## src/hw/frw_pkg.sv

```systemverilog
// Functional notes
// - hold reset low at least 100 ns
// - sample outputs only after recovery time
// - power-up reset held low 100 ns minimum
// - keep program supply until errors read zero; a reset op drops it unless cfg holds it up
// - resume to next suspend at least 500 us
// - partition ready does not mean sequencer free; a poll on the partition bit still clears the launch and lets the supply drop
// - poll global bit when timing is tight
package frw_pkg;

   // clock
   localparam int CLK_NS = 20;
   localparam int US_NS = 1000;
   localparam int US_CYC = US_NS / CLK_NS;

   // pin timing, least times rounded up to whole cycles
   localparam int T_RST_PULSE_NS = 100;
   localparam int RST_PULSE_CYC = (T_RST_PULSE_NS + CLK_NS - 1) / CLK_NS;
   localparam int T_RST_BUSY_US = 22;
   localparam int RST_BUSY_CYC = (T_RST_BUSY_US * US_NS + CLK_NS - 1) / CLK_NS;
   localparam int T_RECOV_NS = 150;
   localparam int RECOV_CYC = (T_RECOV_NS + CLK_NS - 1) / CLK_NS;
   localparam int T_WE_LOW_NS = 50;
   localparam int WE_LOW_CYC = (T_WE_LOW_NS + CLK_NS - 1) / CLK_NS;
   localparam int T_HIGH_NS = 30;
   localparam int HIGH_CYC = (T_HIGH_NS + CLK_NS - 1) / CLK_NS;
   localparam int T_ACC_NS = 80;
   localparam int ACC_CYC = (T_ACC_NS + CLK_NS - 1) / CLK_NS;
   localparam int T_READY_FALL_NS = T_ACC_NS + 100;
   localparam int READY_FALL_CYC = (T_READY_FALL_NS + CLK_NS - 1) / CLK_NS;

   // suspend latencies in microseconds, used as poll limits
   localparam int T_PSUS_US = 10;
   localparam int T_ESUS_US = 20;

   // counter widths
   localparam int CNT_W = 11;
   localparam int US_W = 32;

   // status bits of the device
   localparam int GLOBAL_READY_BIT = 15;
   localparam int PARTITION_READY_BIT = 7;
   localparam logic [15:0] OPERATION_ERROR_BITS = 16'h003a;

   // register offsets
   localparam logic [7:0] OFS_CMD_ADDR = 8'h00;
   localparam logic [7:0] OFS_CMD_DATA = 8'h04;
   localparam logic [7:0] OFS_CMD = 8'h08;
   localparam logic [7:0] OFS_CFG = 8'h0c;
   localparam logic [7:0] OFS_STATUS = 8'h10;
   localparam logic [7:0] OFS_IRQ_STAT = 8'h14;
   localparam logic [7:0] OFS_IRQ_MASK = 8'h18;

   // interrupt status bit positions
   localparam int IRQ_DONE = 0;
   localparam int IRQ_TIMEOUT = 1;
   localparam int IRQ_OP_ERR = 2;
   localparam int IRQ_REFUSED = 3;
   localparam int IRQ_W = 4;

   // reset values
   localparam logic [31:0] RST_WORD = 32'h0000_0000;

   typedef enum logic [2:0] {
      OP_NONE,
      OP_RESET,
      OP_WRITE,
      OP_READ,
      OP_POLL
   } frw_op_type;

   typedef enum logic [1:0] {
      SUSP_NONE,
      SUSP_RESUME,
      SUSP_SUSPEND
   } frw_susp_type;

   // command word: start launches an erase or program
   typedef struct packed {
      logic start;
      frw_susp_type susp;
      logic [2:0] limit_cls;
      logic poll_global;
      frw_op_type op;
   } frw_cmd_type;

   // pins toward the flash
   typedef struct packed {
      logic rst_n;
      logic ce_n;
      logic oe_n;
      logic we_n;
      logic [21:0] addr;
      logic [15:0] dq_out;
      logic dq_oe;
      logic program_supply_en;
   } frw_pins_type;

   typedef enum logic [3:0] {
      ST_IDLE,
      ST_RST_LOW,
      ST_RST_REC,
      ST_GAP,
      ST_WR_LOW,
      ST_WR_REC,
      ST_RD_START,
      ST_RD_LOW,
      ST_RD_REC,
      ST_POLL_DLY,
      ST_READY_REC
   } frw_state_type;

endpackage

```

## src/hw/frw_ctrl.sv

```systemverilog
// The APB register port and the register addresses are this design's own decisions.
`timescale 1ns/1ps
`default_nettype none
module frw_ctrl
#(
   parameter int unsigned GAP_US = 500,
   parameter int unsigned PARAM_ERASE_US = 4000000,
   parameter int unsigned MAIN_ERASE_US = 5000000,
   parameter int unsigned CHIP_ERASE_US = 700000000
)
(
   // clock and reset
   input wire logic pclk,
   input wire logic presetn,
   // apb slave
   input wire logic psel,
   input wire logic penable,
   input wire logic pwrite,
   input wire logic [7:0] paddr,
   input wire logic [31:0] pwdata,
   output logic [31:0] prdata,
   output logic pready,
   output logic pslverr,
   // interrupt
   output logic irq,
   // flash pins
   output frw_pkg::frw_pins_type flash_o,
   input wire logic [15:0] dq_in
);

   frw_pkg::frw_state_type state_r;
   frw_pkg::frw_cmd_type cmd_r;
   frw_pkg::frw_pins_type pins_r;
   logic [frw_pkg::CNT_W-1:0] cnt_r;
   logic [21:0] cmd_addr_r;
   logic [15:0] cmd_data_r;
   logic [15:0] rdata_r;
   logic go_r;
   logic vpp_req_r;
   logic launched_r;
   logic poll_r;
   logic [frw_pkg::IRQ_W-1:0] irq_stat_r;
   logic [frw_pkg::IRQ_W-1:0] irq_mask_r;
   logic [frw_pkg::IRQ_W-1:0] ev;
   logic ev_done;
   logic ev_timeout;
   logic ev_err;
   logic ev_refused;
   logic [frw_pkg::US_W-1:0] to_cnt_r;
   logic [frw_pkg::US_W-1:0] to_limit;
   logic [15:0] gap_cnt_r;
   logic gap_busy;
   logic gap_load;
   logic poll_start;
   logic tick;
   logic cnt_zero;
   logic ready_seen;
   logic acc_wr;
   logic setup_rd;
   logic addr_hit;

   frw_us_tick u_tick
   (
      .pclk(pclk),
      .presetn(presetn),
      .tick(tick)
   );

   assign flash_o = pins_r;
   assign cnt_zero = (cnt_r == '0);
   assign gap_busy = (gap_cnt_r != 16'h0000);

   // the polled bit: global when asked, since it tolerates loose read timing
   assign ready_seen = cmd_r.poll_global ? dq_in[frw_pkg::GLOBAL_READY_BIT]
                                         : dq_in[frw_pkg::PARTITION_READY_BIT];

   // poll limit per command class
   always_comb
   begin
      unique case (cmd_r.limit_cls)
         3'd0: to_limit = frw_pkg::US_W'(frw_pkg::T_PSUS_US);
         3'd1: to_limit = frw_pkg::US_W'(frw_pkg::T_ESUS_US);
         3'd2: to_limit = frw_pkg::US_W'(PARAM_ERASE_US);
         3'd3: to_limit = frw_pkg::US_W'(MAIN_ERASE_US);
         default: to_limit = frw_pkg::US_W'(CHIP_ERASE_US);
      endcase
   end

   // sequencer driving the flash pins; starts by holding reset after power-up
   always_ff @(posedge pclk or negedge presetn)
   begin
      if (!presetn)
      begin
         state_r <= frw_pkg::ST_RST_LOW;
         cnt_r <= frw_pkg::CNT_W'(frw_pkg::RST_PULSE_CYC - 1);
         pins_r <= '{rst_n: 1'b0, ce_n: 1'b1, oe_n: 1'b1, we_n: 1'b1,
                     addr: 22'h00_0000, dq_out: 16'h0000, dq_oe: 1'b0,
                     program_supply_en: 1'b0};
         rdata_r <= 16'h0000;
         launched_r <= 1'b0;
         poll_r <= 1'b0;
         ev_done <= 1'b0;
         ev_timeout <= 1'b0;
         ev_err <= 1'b0;
         ev_refused <= 1'b0;
         gap_load <= 1'b0;
         poll_start <= 1'b0;
      end
      else
      begin
         ev_done <= 1'b0;
         ev_timeout <= 1'b0;
         ev_err <= 1'b0;
         ev_refused <= 1'b0;
         gap_load <= 1'b0;
         poll_start <= 1'b0;
         // supply stays up while an operation is unconfirmed
         pins_r.program_supply_en <= vpp_req_r | launched_r;
         if (!cnt_zero)
         begin
            cnt_r <= cnt_r - 1'b1;
         end
         unique case (state_r)
            frw_pkg::ST_IDLE:
            begin
               if (go_r)
               begin
                  unique case (cmd_r.op)
                     frw_pkg::OP_RESET:
                     begin
                        pins_r.rst_n <= 1'b0;
                        // a running operation needs the long abort time
                        if (launched_r)
                        begin
                           cnt_r <= frw_pkg::CNT_W'(frw_pkg::RST_BUSY_CYC - 1);
                        end
                        else
                        begin
                           cnt_r <= frw_pkg::CNT_W'(frw_pkg::RST_PULSE_CYC - 1);
                        end
                        state_r <= frw_pkg::ST_RST_LOW;
                     end
                     frw_pkg::OP_WRITE:
                     begin
                        // a new launch before completion was confirmed is refused
                        if (cmd_r.start && launched_r)
                        begin
                           ev_refused <= 1'b1;
                        end
                        else
                        begin
                           state_r <= frw_pkg::ST_GAP;
                        end
                     end
                     frw_pkg::OP_READ:
                     begin
                        state_r <= frw_pkg::ST_RD_START;
                     end
                     frw_pkg::OP_POLL:
                     begin
                        poll_r <= 1'b1;
                        poll_start <= 1'b1;
                        cnt_r <= frw_pkg::CNT_W'(frw_pkg::READY_FALL_CYC - 1);
                        state_r <= frw_pkg::ST_POLL_DLY;
                     end
                     default:
                     begin
                        ev_done <= 1'b1;
                     end
                  endcase
               end
            end
            frw_pkg::ST_RST_LOW:
            begin
               if (cnt_zero)
               begin
                  pins_r.rst_n <= 1'b1;
                  launched_r <= 1'b0;
                  cnt_r <= frw_pkg::CNT_W'(frw_pkg::RECOV_CYC - 1);
                  state_r <= frw_pkg::ST_RST_REC;
               end
            end
            frw_pkg::ST_RST_REC:
            begin
               if (cnt_zero)
               begin
                  ev_done <= 1'b1;
                  state_r <= frw_pkg::ST_IDLE;
               end
            end
            frw_pkg::ST_GAP:
            begin
               // a suspend waits out the gap after the last resume
               if (!(cmd_r.susp == frw_pkg::SUSP_SUSPEND && gap_busy))
               begin
                  pins_r.addr <= cmd_addr_r;
                  pins_r.dq_out <= cmd_data_r;
                  pins_r.dq_oe <= 1'b1;
                  pins_r.ce_n <= 1'b0;
                  pins_r.we_n <= 1'b0;
                  gap_load <= (cmd_r.susp == frw_pkg::SUSP_RESUME);
                  if (cmd_r.start)
                  begin
                     launched_r <= 1'b1;
                  end
                  cnt_r <= frw_pkg::CNT_W'(frw_pkg::WE_LOW_CYC - 1);
                  state_r <= frw_pkg::ST_WR_LOW;
               end
            end
            frw_pkg::ST_WR_LOW:
            begin
               if (cnt_zero)
               begin
                  pins_r.we_n <= 1'b1;
                  pins_r.ce_n <= 1'b1;
                  cnt_r <= frw_pkg::CNT_W'(frw_pkg::HIGH_CYC - 1);
                  state_r <= frw_pkg::ST_WR_REC;
               end
            end
            frw_pkg::ST_WR_REC:
            begin
               // data held through the high time, then released
               if (cnt_zero)
               begin
                  pins_r.dq_oe <= 1'b0;
                  ev_done <= 1'b1;
                  state_r <= frw_pkg::ST_IDLE;
               end
            end
            frw_pkg::ST_POLL_DLY:
            begin
               if (cnt_zero)
               begin
                  state_r <= frw_pkg::ST_RD_START;
               end
            end
            frw_pkg::ST_RD_START:
            begin
               pins_r.addr <= cmd_addr_r;
               pins_r.ce_n <= 1'b0;
               pins_r.oe_n <= 1'b0;
               cnt_r <= frw_pkg::CNT_W'(frw_pkg::ACC_CYC - 1);
               state_r <= frw_pkg::ST_RD_LOW;
            end
            frw_pkg::ST_RD_LOW:
            begin
               if (cnt_zero)
               begin
                  rdata_r <= dq_in;
                  pins_r.ce_n <= 1'b1;
                  pins_r.oe_n <= 1'b1;
                  if (poll_r && ready_seen)
                  begin
                     // of the poll results, only an error-free one lets the supply drop
                     if ((dq_in & frw_pkg::OPERATION_ERROR_BITS) == 16'h0000)
                     begin
                        launched_r <= 1'b0;
                     end
                     else
                     begin
                        ev_err <= 1'b1;
                     end
                     cnt_r <= frw_pkg::CNT_W'(frw_pkg::RECOV_CYC - 1);
                     state_r <= frw_pkg::ST_READY_REC;
                  end
                  else
                  begin
                     cnt_r <= frw_pkg::CNT_W'(frw_pkg::HIGH_CYC - 1);
                     state_r <= frw_pkg::ST_RD_REC;
                  end
               end
            end
            frw_pkg::ST_RD_REC:
            begin
               if (cnt_zero)
               begin
                  if (poll_r && (to_cnt_r > to_limit))
                  begin
                     poll_r <= 1'b0;
                     ev_timeout <= 1'b1;
                     state_r <= frw_pkg::ST_IDLE;
                  end
                  else if (poll_r)
                  begin
                     state_r <= frw_pkg::ST_RD_START;
                  end
                  else
                  begin
                     ev_done <= 1'b1;
                     state_r <= frw_pkg::ST_IDLE;
                  end
               end
            end
            frw_pkg::ST_READY_REC:
            begin
               // outputs are trusted only after the recovery time
               if (cnt_zero)
               begin
                  poll_r <= 1'b0;
                  ev_done <= 1'b1;
                  state_r <= frw_pkg::ST_IDLE;
               end
            end
            default:
            begin
               state_r <= frw_pkg::ST_IDLE;
            end
         endcase
      end
   end

   // poll limit counter in microseconds
   always_ff @(posedge pclk or negedge presetn)
   begin
      if (!presetn)
      begin
         to_cnt_r <= '0;
      end
      else if (poll_start)
      begin
         to_cnt_r <= '0;
      end
      else if (poll_r && tick && (to_cnt_r != '1))
      begin
         to_cnt_r <= to_cnt_r + 1'b1;
      end
   end

   // resume-to-suspend gap counter in microseconds
   always_ff @(posedge pclk or negedge presetn)
   begin
      if (!presetn)
      begin
         gap_cnt_r <= 16'h0000;
      end
      else if (gap_load)
      begin
         gap_cnt_r <= 16'(GAP_US + 1); // one extra, the first tick may follow at once
      end
      else if (tick && gap_busy)
      begin
         gap_cnt_r <= gap_cnt_r - 16'h0001;
      end
   end

   // apb decode: two-cycle transfers, read data captured in setup
   assign pready = 1'b1;
   assign acc_wr = psel && penable && pwrite;
   assign setup_rd = psel && !penable;
   assign addr_hit = (paddr == frw_pkg::OFS_CMD_ADDR) || (paddr == frw_pkg::OFS_CMD_DATA) ||
                     (paddr == frw_pkg::OFS_CMD) || (paddr == frw_pkg::OFS_CFG) ||
                     (paddr == frw_pkg::OFS_STATUS) || (paddr == frw_pkg::OFS_IRQ_STAT) ||
                     (paddr == frw_pkg::OFS_IRQ_MASK);

   // software registers; a command written while busy is dropped
   always_ff @(posedge pclk or negedge presetn)
   begin
      if (!presetn)
      begin
         cmd_addr_r <= 22'h00_0000;
         cmd_data_r <= 16'h0000;
         cmd_r <= '0;
         go_r <= 1'b0;
         vpp_req_r <= 1'b0;
         irq_mask_r <= '0;
      end
      else
      begin
         go_r <= 1'b0;
         if (acc_wr)
         begin
            unique case (paddr)
               frw_pkg::OFS_CMD_ADDR: cmd_addr_r <= pwdata[21:0];
               frw_pkg::OFS_CMD_DATA: cmd_data_r <= pwdata[15:0];
               frw_pkg::OFS_CMD:
               begin
                  if (state_r == frw_pkg::ST_IDLE && !go_r)
                  begin
                     cmd_r <= frw_pkg::frw_cmd_type'(pwdata[9:0]);
                     go_r <= 1'b1;
                  end
               end
               frw_pkg::OFS_CFG: vpp_req_r <= pwdata[0];
               frw_pkg::OFS_IRQ_MASK: irq_mask_r <= pwdata[frw_pkg::IRQ_W-1:0];
               default:
               begin
               end
            endcase
         end
      end
   end

   // read data and error captured in the setup cycle
   always_ff @(posedge pclk or negedge presetn)
   begin
      if (!presetn)
      begin
         prdata <= frw_pkg::RST_WORD;
         pslverr <= 1'b0;
      end
      else if (setup_rd)
      begin
         pslverr <= !addr_hit;
         prdata <= frw_pkg::RST_WORD;
         unique case (paddr)
            frw_pkg::OFS_CMD_ADDR: prdata <= {10'h000, cmd_addr_r};
            frw_pkg::OFS_CMD_DATA: prdata <= {16'h0000, cmd_data_r};
            frw_pkg::OFS_CMD: prdata <= {22'h00_0000, cmd_r};
            frw_pkg::OFS_CFG: prdata <= {31'h0000_0000, vpp_req_r};
            frw_pkg::OFS_STATUS: prdata <= {rdata_r, 12'h000, gap_busy, launched_r,
                                            pins_r.program_supply_en,
                                            (state_r != frw_pkg::ST_IDLE) || go_r};
            frw_pkg::OFS_IRQ_STAT: prdata <= {28'h000_0000, irq_stat_r};
            frw_pkg::OFS_IRQ_MASK: prdata <= {28'h000_0000, irq_mask_r};
            default:
            begin
            end
         endcase
      end
   end

   // sticky events; a new event wins over a same-cycle clear
   assign ev = {ev_refused, ev_err, ev_timeout, ev_done};

   always_ff @(posedge pclk or negedge presetn)
   begin
      if (!presetn)
      begin
         irq_stat_r <= '0;
      end
      else if (acc_wr && paddr == frw_pkg::OFS_IRQ_STAT)
      begin
         irq_stat_r <= (irq_stat_r & ~pwdata[frw_pkg::IRQ_W-1:0]) | ev;
      end
      else
      begin
         irq_stat_r <= irq_stat_r | ev;
      end
   end

   assign irq = |(irq_stat_r & irq_mask_r);

endmodule
`default_nettype wire

```

## src/hw/frw_us_tick.sv

```systemverilog
`timescale 1ns/1ps
`default_nettype none
module frw_us_tick
(
   // clock and reset
   input wire logic pclk,
   input wire logic presetn,
   // one-cycle pulse every microsecond
   output logic tick
);

   logic [7:0] div_r;

   // free-running divider, pulse on wrap
   always_ff @(posedge pclk or negedge presetn)
   begin
      if (!presetn)
      begin
         div_r <= 8'h00;
         tick <= 1'b0;
      end
      else if (div_r == 8'(frw_pkg::US_CYC - 1))
      begin
         div_r <= 8'h00;
         tick <= 1'b1;
      end
      else
      begin
         div_r <= div_r + 8'h01;
         tick <= 1'b0;
      end
   end

endmodule
`default_nettype wire

```

## config.mk

```make
export PLATFORM = sky130hd
export DESIGN_NAME = frw_ctrl
export DESIGN_NICKNAME = d
export VERILOG_FILES = /design/src/hw/frw_pkg.sv /design/src/hw/frw_ctrl.sv /design/src/hw/frw_us_tick.sv
export SDC_FILE = /design/constraint.sdc
export NUM_CORES = 1
export LEC_CHECK = 0
export BUFFER_PORTS_ARGS = -buffer_cell sky130_fd_sc_hd__buf_2
export CORE_MARGIN = 2
export CORE_UTILIZATION = 35
export CTS_CLUSTER_DIAMETER = 120
export DETAILED_ROUTE_END_ITERATION = 7
export GPL_TIMING_DRIVEN = 0
export PLACE_DENSITY_LB_ADDON = 0.3
export REMOVE_ABC_BUFFERS = 1
export SYNTH_ARGS = -nofsm -noshare
export SYNTH_HDL_FRONTEND = slang
export SYNTH_SLANG_ARGS = --single-unit
```

## constraint.sdc

```tcl
create_clock -name pclk -period 6.7 [get_ports pclk]
set_clock_uncertainty 0.2 [all_clocks]
set_input_delay 1.34 -clock pclk [delete_from_list [all_inputs] [get_ports pclk]]
set_output_delay 1.34 -clock pclk [all_outputs]
set_load 0.1 [all_outputs]
```

# == Word level (Yosys, flattened, before mapping) ==
# Index checks and enable logic that the tools add are counted.
# word_totals
output_inout_bits,79
memories,0
regBits,231
ramBits,0
inputBits,61
elab_cells,235
latchBits,0
rom_bits,0
# classes
bitwise_logic,7
n_div,0
shift,0
eq_ne,45
addsub,4
mux,84
n_lt_le_gt_ge,1
mul,0
n_reduce_logical,58
# ops
op,count
32-bit case mux with 7 select lines,1
30-bit case mux with 4 select lines,1
11-bit 2-to-1 mux,7
11-bit case mux with 6 select lines,1
32-bit 2-to-1 mux,2
22-bit case mux with 2 select lines,1
1-bit 2-to-1 mux,41
4-bit 2-to-1 mux,10
40-bit 2-to-1 mux,1
4-bit case mux with 9 select lines,1
32-bit by 1-bit adder with 32-bit output (second input constant),1
32-bit greater-than comparator,1
16-bit 2-to-1 mux,2
32-bit != test (second input constant),1
2-bit != test (second input constant),13
8-bit by 5-bit equality test with 1-bit output (second input constant),3
11-bit case mux with 2 select lines,1
4-bit by 3-bit equality test with 1-bit output (second input constant),4
8-bit by 4-bit equality test with 1-bit output (second input constant),2
16-bit logical NOT,1
4-bit case mux with 4 select lines,1
2-bit AND reduction,8
16-bit nonzero test,1
16-bit by 1-bit subtractor with 16-bit output (second input constant),1
other kinds (43),93

# == Longest topological paths before layout ==
# Gate-level depths: netlist of the first run.
# logic_depth
depth_word,8
depth_mapped,11
mapped_depth_nobuf,10

# == By module ==
# Synthesis of the first run repeated with hierarchy kept, for this count alone.
# unflattened
cells_unflattened,1052
hier_area_um2,11516.0
# modules_own_cells
mod,instances,cells_per_inst,seq_area_each_um2,area_each_um2
frw_ctrl,1,1018,5561.6,11113.2
frw_us_tick,1,34,225.2,402.9

# == Worst setup path after synthesis of the first run ==
# OpenSTA, ideal clock, no wires.
# synth_path
path_kind,input to register
startpoint,input paddr[1]
endpoint,register cmd_data_r[10]
path_buffers,2
arrival_time_ns,3.244
slack_ns,3.131
setup_time_ns,0.125
required_ns,6.375
stages,7
cell_sequence,or4_1 or2_1 buf_6 nor4b_4 nand2_4 buf_6 mux2_4
# synth_between
elab_chain_cells,2
# synth_rtl
element,line,text
start: declaration,frw_ctrl.sv:19,"input wire logic [7:0] paddr,"
8-bit by 3-bit equality test with 1-bit output,frw_ctrl.sv:372,unique case (paddr)
2-bit AND reduction (no source line),n/a,
end signal: assignment,frw_ctrl.sv:374,frw_pkg::OFS_CMD_DATA: cmd_data_r <= pwdata[15:0];
end: declaration,frw_ctrl.sv:36,logic [15:0] cmd_data_r;
# Every way passes these cells.
# A chain may end at the register's enable or synchronous reset.

# == Worst setup path in the final report of the first run ==
# layout_path
startpoint,input paddr[1]
endpoint,register cmd_addr_r[17]
# layout_between
elab_chain_cells,2
# layout_rtl
element,line,text
8-bit logical NOT,frw_ctrl.sv:372,
2-bit AND reduction (no source line),n/a,
end signal: assignment,frw_ctrl.sv:373,frw_pkg::OFS_CMD_ADDR: cmd_addr_r <= pwdata[21:0];
end: declaration,frw_ctrl.sv:35,logic [21:0] cmd_addr_r;
# Every way passes these cells.

==> results of run 1 <==
-- sequential cells by signal (all words and copies together) (netlist names), 11 cells and up --
signal	cells
gap_cnt_r	16
to_cnt_r	32
cmd_addr_r	22
cnt_r	11
prdata	32
flash_o	44
rdata_r	16
cmd_data_r	16
-- cell usage after synthesis, drive strengths merged, types with 4 or more instances --
library cell,n
or3,16
ha,27
dfrtp,226
nor4b,6
nand4,14
nand2,120
o211ai,6
nand4b,4
inv,20
a21oi,37
nand2b,15
nor2b,6
xor2,14
a22oi,18
mux2i,13
a2111oi,4
mux2,102
dfstp,5
o31ai,4
or4,4
xnor2,31
o21ai,75
nor4,19
clkbuf,33
a21o,6
and4,4
a211oi,8
nor3,27
o22ai,7
a22o,6
and3,7
nor3b,5
nand3,33
buf,11
a31oi,4
nor2,80
-- area by class of cell --
type                            instances  area (µm²)  area share, %
Sequential cell                       231        5790           44.2
Inverter                               20        75.1          0.573
Multi-Input combinational cell        750        5120           39.1
Clock buffer                           37         743           5.68
Tap cell                              402         503           3.84
Timing Repair Buffer                  132         736           5.62
Clock inverter                         10         128          0.975
-- kinds of logic after synthesis --
family                     share of synthesized area, %
buffers and inverters                              2.41
muxes                                              11.8
other                                            0.0336
and+or+nand+nor                                    16.8
xor gates and xnor gates                           3.53
DFF                                                51.9
AOI/OAI and AO/OA                                  10.5
adders and majority gates                          3.03
-- path summary, 6_finish.rpt --
kind | from | to | slack [ps] | cells past startpoint
worst max register to register | gap_cnt_r[2]$_DFFE_PN0P_ | flash_o[31]$_DFFE_PN0P_ | 3290 | 5
min in group asynchronous | presetn | prdata[26]$_DFFE_PN0P_ | 520 | 1
worst min register to register | ev_refused$_DFF_PN0_ | irq_stat_r[3]$_DFF_PN0_ | 230 | 1
worst max-delay path | paddr[1] | cmd_addr_r[17]$_DFFE_PN0P_ | 2120 | 6
max in group asynchronous | presetn | flash_o[40]$_DFFE_PN1P_ | 4910 | 2
worst min-delay path | ev_refused$_DFF_PN0_ | irq_stat_r[3]$_DFF_PN0_ | 230 | 1
-- layer usage --
layer | vias to the layer above | wire, µm | GRT usage [%]
li1 | 3997 | - | -
met1 | 4170 | 12800 | 23.0
met2 | 192 | 12500 | 26.3
met3 | 49 | 1480 | 3.15
met4 | 2 | 748 | 4.97
met5 | - | 17 | 0
-- power groups by stage --
stage / Combinational [mW] / Sequential, mW / Clock [mW]
2_1_floorplan: 0.443 / 1.86 / 0
3_3_place_gp: 0.866 / 1.68 / 0
3_5_place_dp: 0.881 / 1.68 / 0
4_1_cts: 0.885 / 1.65 / 1.48
5_1_grt: 0.975 / 1.68 / 1.54
6_report: 0.881 / 1.66 / 1.45
-- per-stage QoR --
step / setup slack (ps) / cells
after global placement: -86.8 / 1531
after floorplan: 2780 / 1001
final: 2120 / 1582
after detailed placement: 1560 / 1535
after global routing: 2010 / 1582
after CTS: 2100 / 1582
==> results, run 1 <==
- The via count of the first global-routing pass was 8,303.
- After legalization and detailed placement, the total HPWL measured 18,900 µm.
- The number of antenna violations at the first check in global routing is 1.
- Fill cells in the final layout number 3,083.
- Clock tree synthesis inserted a total of 26 buffers.
- The post-cts gate resize count is 0.
- The post-route netlist has 24.9% of its cells at a drive strength greater than 1.
- 140 I/O pins were placed.
- The internal power of the cells totals 2.68 mW.
- The number of library cell types mapped by synthesis is 65.
- Summing all non-filler instances in the final layout gives an area of 13,100 µm².
- 0 antenna diodes ended up in the layout.
- The sequential fraction of the synthesis area is 51.9%.
- In this run the cell area of the synthesized design comes to 11,200 µm².
- In the final timing run, aggregate negative setup slack is 0 ps.
- The later pin in the worst-skew pair is clocked with a latency of 520 ps.
- The number of placement rows is 65.
- In this run the number of H-tree levels came out at 1.
- Max-cap violations in this run came to 0.
- The master of the slowest instance on the critical path is nand2_1.
- The number of pins exceeding their max-slew limit in the final report was 0.
- The first-pass GRT wire length is 44,900 µm.
- The count of final setup violators is 0.
- Buffers added to address setup during post-CTS repair amount to 0.
- The net total in the final layout is 1,249.
- The share of Yosys cell area claimed by the top area cell type is 50.7%.
- The total clock sinks is 231.
- The aggregate global-route resource usage is 16.6%.
- Dividing the detail-routed via count by the number of cells gives 5.32.
- The library cells used most frequently in the layout, excluding fill and tap cells, are dfrtp_1, buf_2, nand2_1.
- The largest single stage delay on the critical path is 1010 ps.
- The height of the die is 183 µm.
- VDD sags by at most 0.118 mV.
- Averaged over all synthesized cells, the footprint is 10.7 µm².
- The worst path uses 68.3% of the clock period.
- The layout overhead on the synthesized area is 17.4%.
- Combinational cells account for 22.1% of the total power.
- Routability-driven placement finished with a final weighted congestion of 0.858.
- Buffers inserted to repair hold after CTS numbered 0.
- The arrival time of the worst setup path is 4770 ps.
- The flow ran to the end, and the final reports show no timing, DRC or antenna violations.
- The die covers 33,300 µm².
- Summed over all nets, the switching power comes to 1.30 mW.
- The Yosys warning count is 0.
- The placed cell area is 12,200 µm².
- Traced cell by cell, the critical path runs through buf_2 > or4_1 > or2_1 > nor4_4 > nand2_1 > mux2_2.
- The initial utilization of the core area, before any placement, comes to 35.4%.
- In the final routed layout, each cell accounts on average for 17.4 µm.
- The design draws 3.98 mW.
- The clock tree from TritonCTS is built.
- Setup repair after global routing left no endpoint under its margin.
- The tree is rooted in a clkbuf_16.
- The fraction of power spent switching nets is 32.7%.
- The count of mapped cells out of synthesis is 1,045.
- The type of origin of the critical path is an input pin.
- Broken down by cell family, the worst path's largest delay share belongs to simple AND/OR/NAND/NOR gates.
- The tightest min-delay check is of the flop to flop type.
- The final route contains 8,410 vias.
- The most common library cell in the layout ignoring fill and taps is dfrtp_1.
- The largest driver fanout on the critical path is 22.
- The main flop type after synthesis is dfrtp_1.
- Yosys mapped a number of flops with a built-in enable equal to 0.
- The transition time of the tightest slew-check pin is 1230 ps.
- In this run, the number of DRC markers left after iteration 0 of detailed routing was 293.
- The proportion of power drawn by the clock network is 36.3%.
- After global routing the overflow that remains totals 0.
- The deepest clock path buffer count is 3.
- The final layout contains routed wiring with a total length of 27,500 µm.
- The kind of capture point of the worst setup path is a flop.
- The remaining antenna violation count after routing is 0.
- For this run, the top clock speed supported by timing is 218 MHz.
- The relative slew slack is 17.8%.
- The number of buffers and inverters on the critical path is 1.
- The number of hold violations in the final report is 0.
- The core occupancy in the finished layout is 41.6%.
- The critical path is of the input pin to flop type.
- After synthesis, the cell types taking the most area are dfrtp_1, mux2_2, nand2_1.
- After clock tree synthesis, the clock-pin slew on the worst setup and hold paths is 60 ps.
- Before antenna repair, the detailed router went through 4 iterations.
- Power spread over the standard cell area amounts to 304 nW/µm².
- Summed over all instances, the cell type with the most area after synthesis is dfrtp_1.
- Counting flops with an async set or reset pin after synthesis yields a share of 100%.
- On the final layout, the worst hold slack is 226 ps.
- The DRC violation count after routing is 0.
- For the finished layout, the period the worst path requires is 4580 ps.
- For this design the static power due to leakage is 6.23 nW.
- The pin count of the biggest net entering global routing is 99.
- The proportion of power drawn by flip-flops and latches is 41.6%.
- Synthesis inferred 231 register bits.
- The port buffer count is 128.
- The overall die width is 183 µm.
- The area of the core is 31,500 µm².
- The data required time of the worst path is 6890 ps.
Note: power is estimated with default switching activity, not from simulation.
==> run 2, diff against run 1 <==
==> constraint.sdc (replaced) <==
create_clock -name pclk -period 3.7 [get_ports pclk]
set_clock_uncertainty 0.2 [all_clocks]
set_input_delay 0.74 -clock pclk [delete_from_list [all_inputs] [get_ports pclk]]
set_output_delay 0.74 -clock pclk [all_outputs]
set_load 0.1 [all_outputs]
==> run 2 against run 1 <==
  * Die area unchanged
  * First-iteration DRC count grew 11%
  * Global-route usage is essentially flat
  * Critical path depth did not move
  * Utilization increased by 0.068 points
  * Register-to-register slack worse by 2800 ps
  * Worst setup slack lost 1900 ps
  * Cell count grew 0.13%
==> results, run 2 (same netlist as run 1, synthesis figures left out) <==
- The flow ran to the end, and the final reports show no timing, DRC or antenna violations.
- The total CTS buffers is 26.
- Entering global routing, the biggest net connects 99 pins.
- The data required time of the worst path is 3900 ps.
- At the pin with the least slew margin, the transition time is 1100 ps.
- The tree built by TritonCTS fans out to 231 sinks.
- The routed length per placed instance is 17.5 µm.
- TritonCTS built the clock tree.
- Counting buffers and inverters, the worst setup path is 6 cells deep.
- The pre-antenna-repair detailed-routing pass consisted of 4 iterations.
- The flip-flop count of the largest register, all copies and words added is 44.
- In the layout the commonest cells are dfrtp_1, buf_2, nand2_1.
- The cell count after placement is 1,535.
- The number of pins exceeding their max-slew limit in the final report came to 0.
- Counting the fill cells in the layout gives 3,082.
- For this block, the initial DRC count from the detailed router was 326.
- The post-detailed-routing wire length is 27,800 µm.
- The number of hold violations in the final report came to 0.
- In this run the power density over the cells is 551 nW/µm².
- Hold is met by 227 ps.
- The max-cap violation count is 0.
- The height of the die is 183 µm.
- In this run the register-to-register setup slack is 470 ps.
- The class of the most critical setup path is input pin to flop.
- The remaining antenna violation count after routing is 0.
- The number of placement rows is 65.
- The maximum level of the CTS H-tree is 1.
- The post-layout instance count excluding filler cells is 1,584.
- Counting along the longest clock path gives a buffer depth of 3.
- The DRC violation count after routing is 0.
- The length in cells of the worst reg-to-reg path is 5.
- The total via count in the routed design is 8,400.
- The routed design could run at a clock period as short as 3520 ps.
- The overall die width is 183 µm.
- The floorplan step defined a die boundary enclosing 33,300 µm².
- Setup repair after global routing left no endpoint under its margin.
- The combined flip-flop and latch cell area is 5790 µm².
- The standby leakage power is 6.24 nW.
- Global routing consumed, over all layers together, 16.6% of the routing resources.
- The master of the slowest instance on the critical path is nor4_4.
- The portion of the clock cycle consumed by the worst path in the final layout is 95.1%.
- The net total in the final layout is 1,251.
- The post-route setup TNS is 0 ps.
- The core occupancy in the finished layout is 41.7%.
- For the worst-skew pair, the clock arrives at the later sink with an insertion delay of 520 ps.
- The final weighted congestion in routability-driven placement is 0.858.
- After floorplanning, the core was sized to cover 31,500 µm².
- For this run the aggregate overflow at the end of global routing stands at 0.
- The antenna diode instance count is 0.
- Pin placement for this block handled 140 I/O pins.
- Using the TritonRoute via totals, the vias-per-cell ratio works out to 5.30.
- The type of origin of the critical path is an input pin.
- The initial utilization of the core area, before any placement, comes to 35.4%.
- The cell type group with the largest total delay on the critical path is simple AND/OR/NAND/NOR gates.
- The final HPWL from detailed placement is 18,900 µm.
- The first-pass GRT wire length is 44,900 µm.
- Compared with the post-synthesis result, the final layout area differs by 17.6%.
- Setup violations remaining at the end of the flow were counted as 0.
- VDD sags by at most 0.213 mV.
- In this design, the stage delay of the slowest critical-path cell is 810 ps.
- The number of buffers and inverters on the critical path is 1.
- During placement, the flow inserted port buffers numbering 128.
- The fraction of final layout cells sized beyond drive strength 1 is 25.0%.
- The arrival time of the worst setup path is 3710 ps.
- Clock-pin slew was measured on the worst setup and hold paths at 60 ps.
- The number of antenna violations at the first check in global routing is 1.
- The relative slew slack is 26.5%.
- The most common library cell in the layout ignoring fill and taps is dfrtp_1.
- The critical path goes through buf_2 > or4_1 > or2_1 > nor4_4 > nand2_2 > mux2_2.
- The multi-input gate area in the final layout is 5130 µm².
- The worst setup path is captured at a flop.
- The class of the worst hold path is flop to flop.
- Along the worst path, the maximum fanout reaches 22.
- For this run, the top clock speed supported by timing is 284 MHz.
- Once the clock tree was built, the setup fixing pass inserted 0 buffers.
- Along the worst hold path, the cell count comes to 1.
- The via count of the first global-routing pass was 8,315.
- The buffer cell driving the clock tree root is clkbuf_16.
==> run 2: changes by cell type in the layout (fill, tap and decap cells not counted), sizes merged <==
| cell | before | now |
|---|---|---|
| dlygate4sd3 | 0 | 1 |
| a21oi | 37 | 38 |
==> run 2: cell type report <==
class / count / share of cell area, %
timing repair buffer: 133 / 5.69
tap: 402 / 3.84
inverter: 20 / 0.572
multi-input combinational: 751 / 39.1
clock inverter: 10 / 0.973
clock buffer: 37 / 5.67
sequential: 231 / 44.1
==> run 2: worst register-to-register path: stages, from the launching register on <==
cell and delay, ps:
dfrtp_1 440, nor4_1 440, nand4_1 620, a21oi_4 700, nor2_4 330, mux2_2 390
==> run 2: path summary, 6_finish.rpt <==
kind | from | to
worst max-delay path | paddr[1] | cmd_addr_r[17]$_DFFE_PN0P_
worst min-delay path | ev_refused$_DFF_PN0_ | irq_stat_r[3]$_DFF_PN0_
worst max register to register | gap_cnt_r[2]$_DFFE_PN0P_ | flash_o[31]$_DFFE_PN0P_
worst min register to register | ev_refused$_DFF_PN0_ | irq_stat_r[3]$_DFF_PN0_
max in group asynchronous | presetn | flash_o[40]$_DFFE_PN1P_
min in group asynchronous | presetn | prdata[26]$_DFFE_PN0P_
==> run 2: per-stage QoR <==
step | power (mW) | setup slack [ps] | area, µm²
floorplan | 4.18 | 183 | 11000
global placement | 4.60 | -2490 | 12100
detailed placement | 4.63 | -842 | 12200
CTS | 7.28 | 141 | 13100
global route | 7.60 | 50.7 | 13100
finish | 7.23 | 183 | 13100
==> run 2: layer usage <==
layer	GRT usage (%)	part of all wire, %	vias to the layer above	wire length [µm]
met5	0	0.061	-	17
met4	4.97	2.9	2	792
met3	3.15	5.5	50	1530
met2	26.3	45	195	12500
met1	23.0	46	4157	12900
li1	-	-	3996	-
==> run 2: repair_timing <==
item	4_1_cts	5_1_grt
hold buffers	1	0
pin swaps	0	1
endpoints found under the hold margin	50	0
gates resized for setup	1	0
gates cloned	0	1
setup endpoints to repair	22	1
==> run 2: power by group <==
| group | switching, mW | internal, mW |
|---|---|---|
| registers | 0.249 | 2.75 |
| clock network | 1.02 | 1.60 |
| logic | 1.10 | 0.504 |
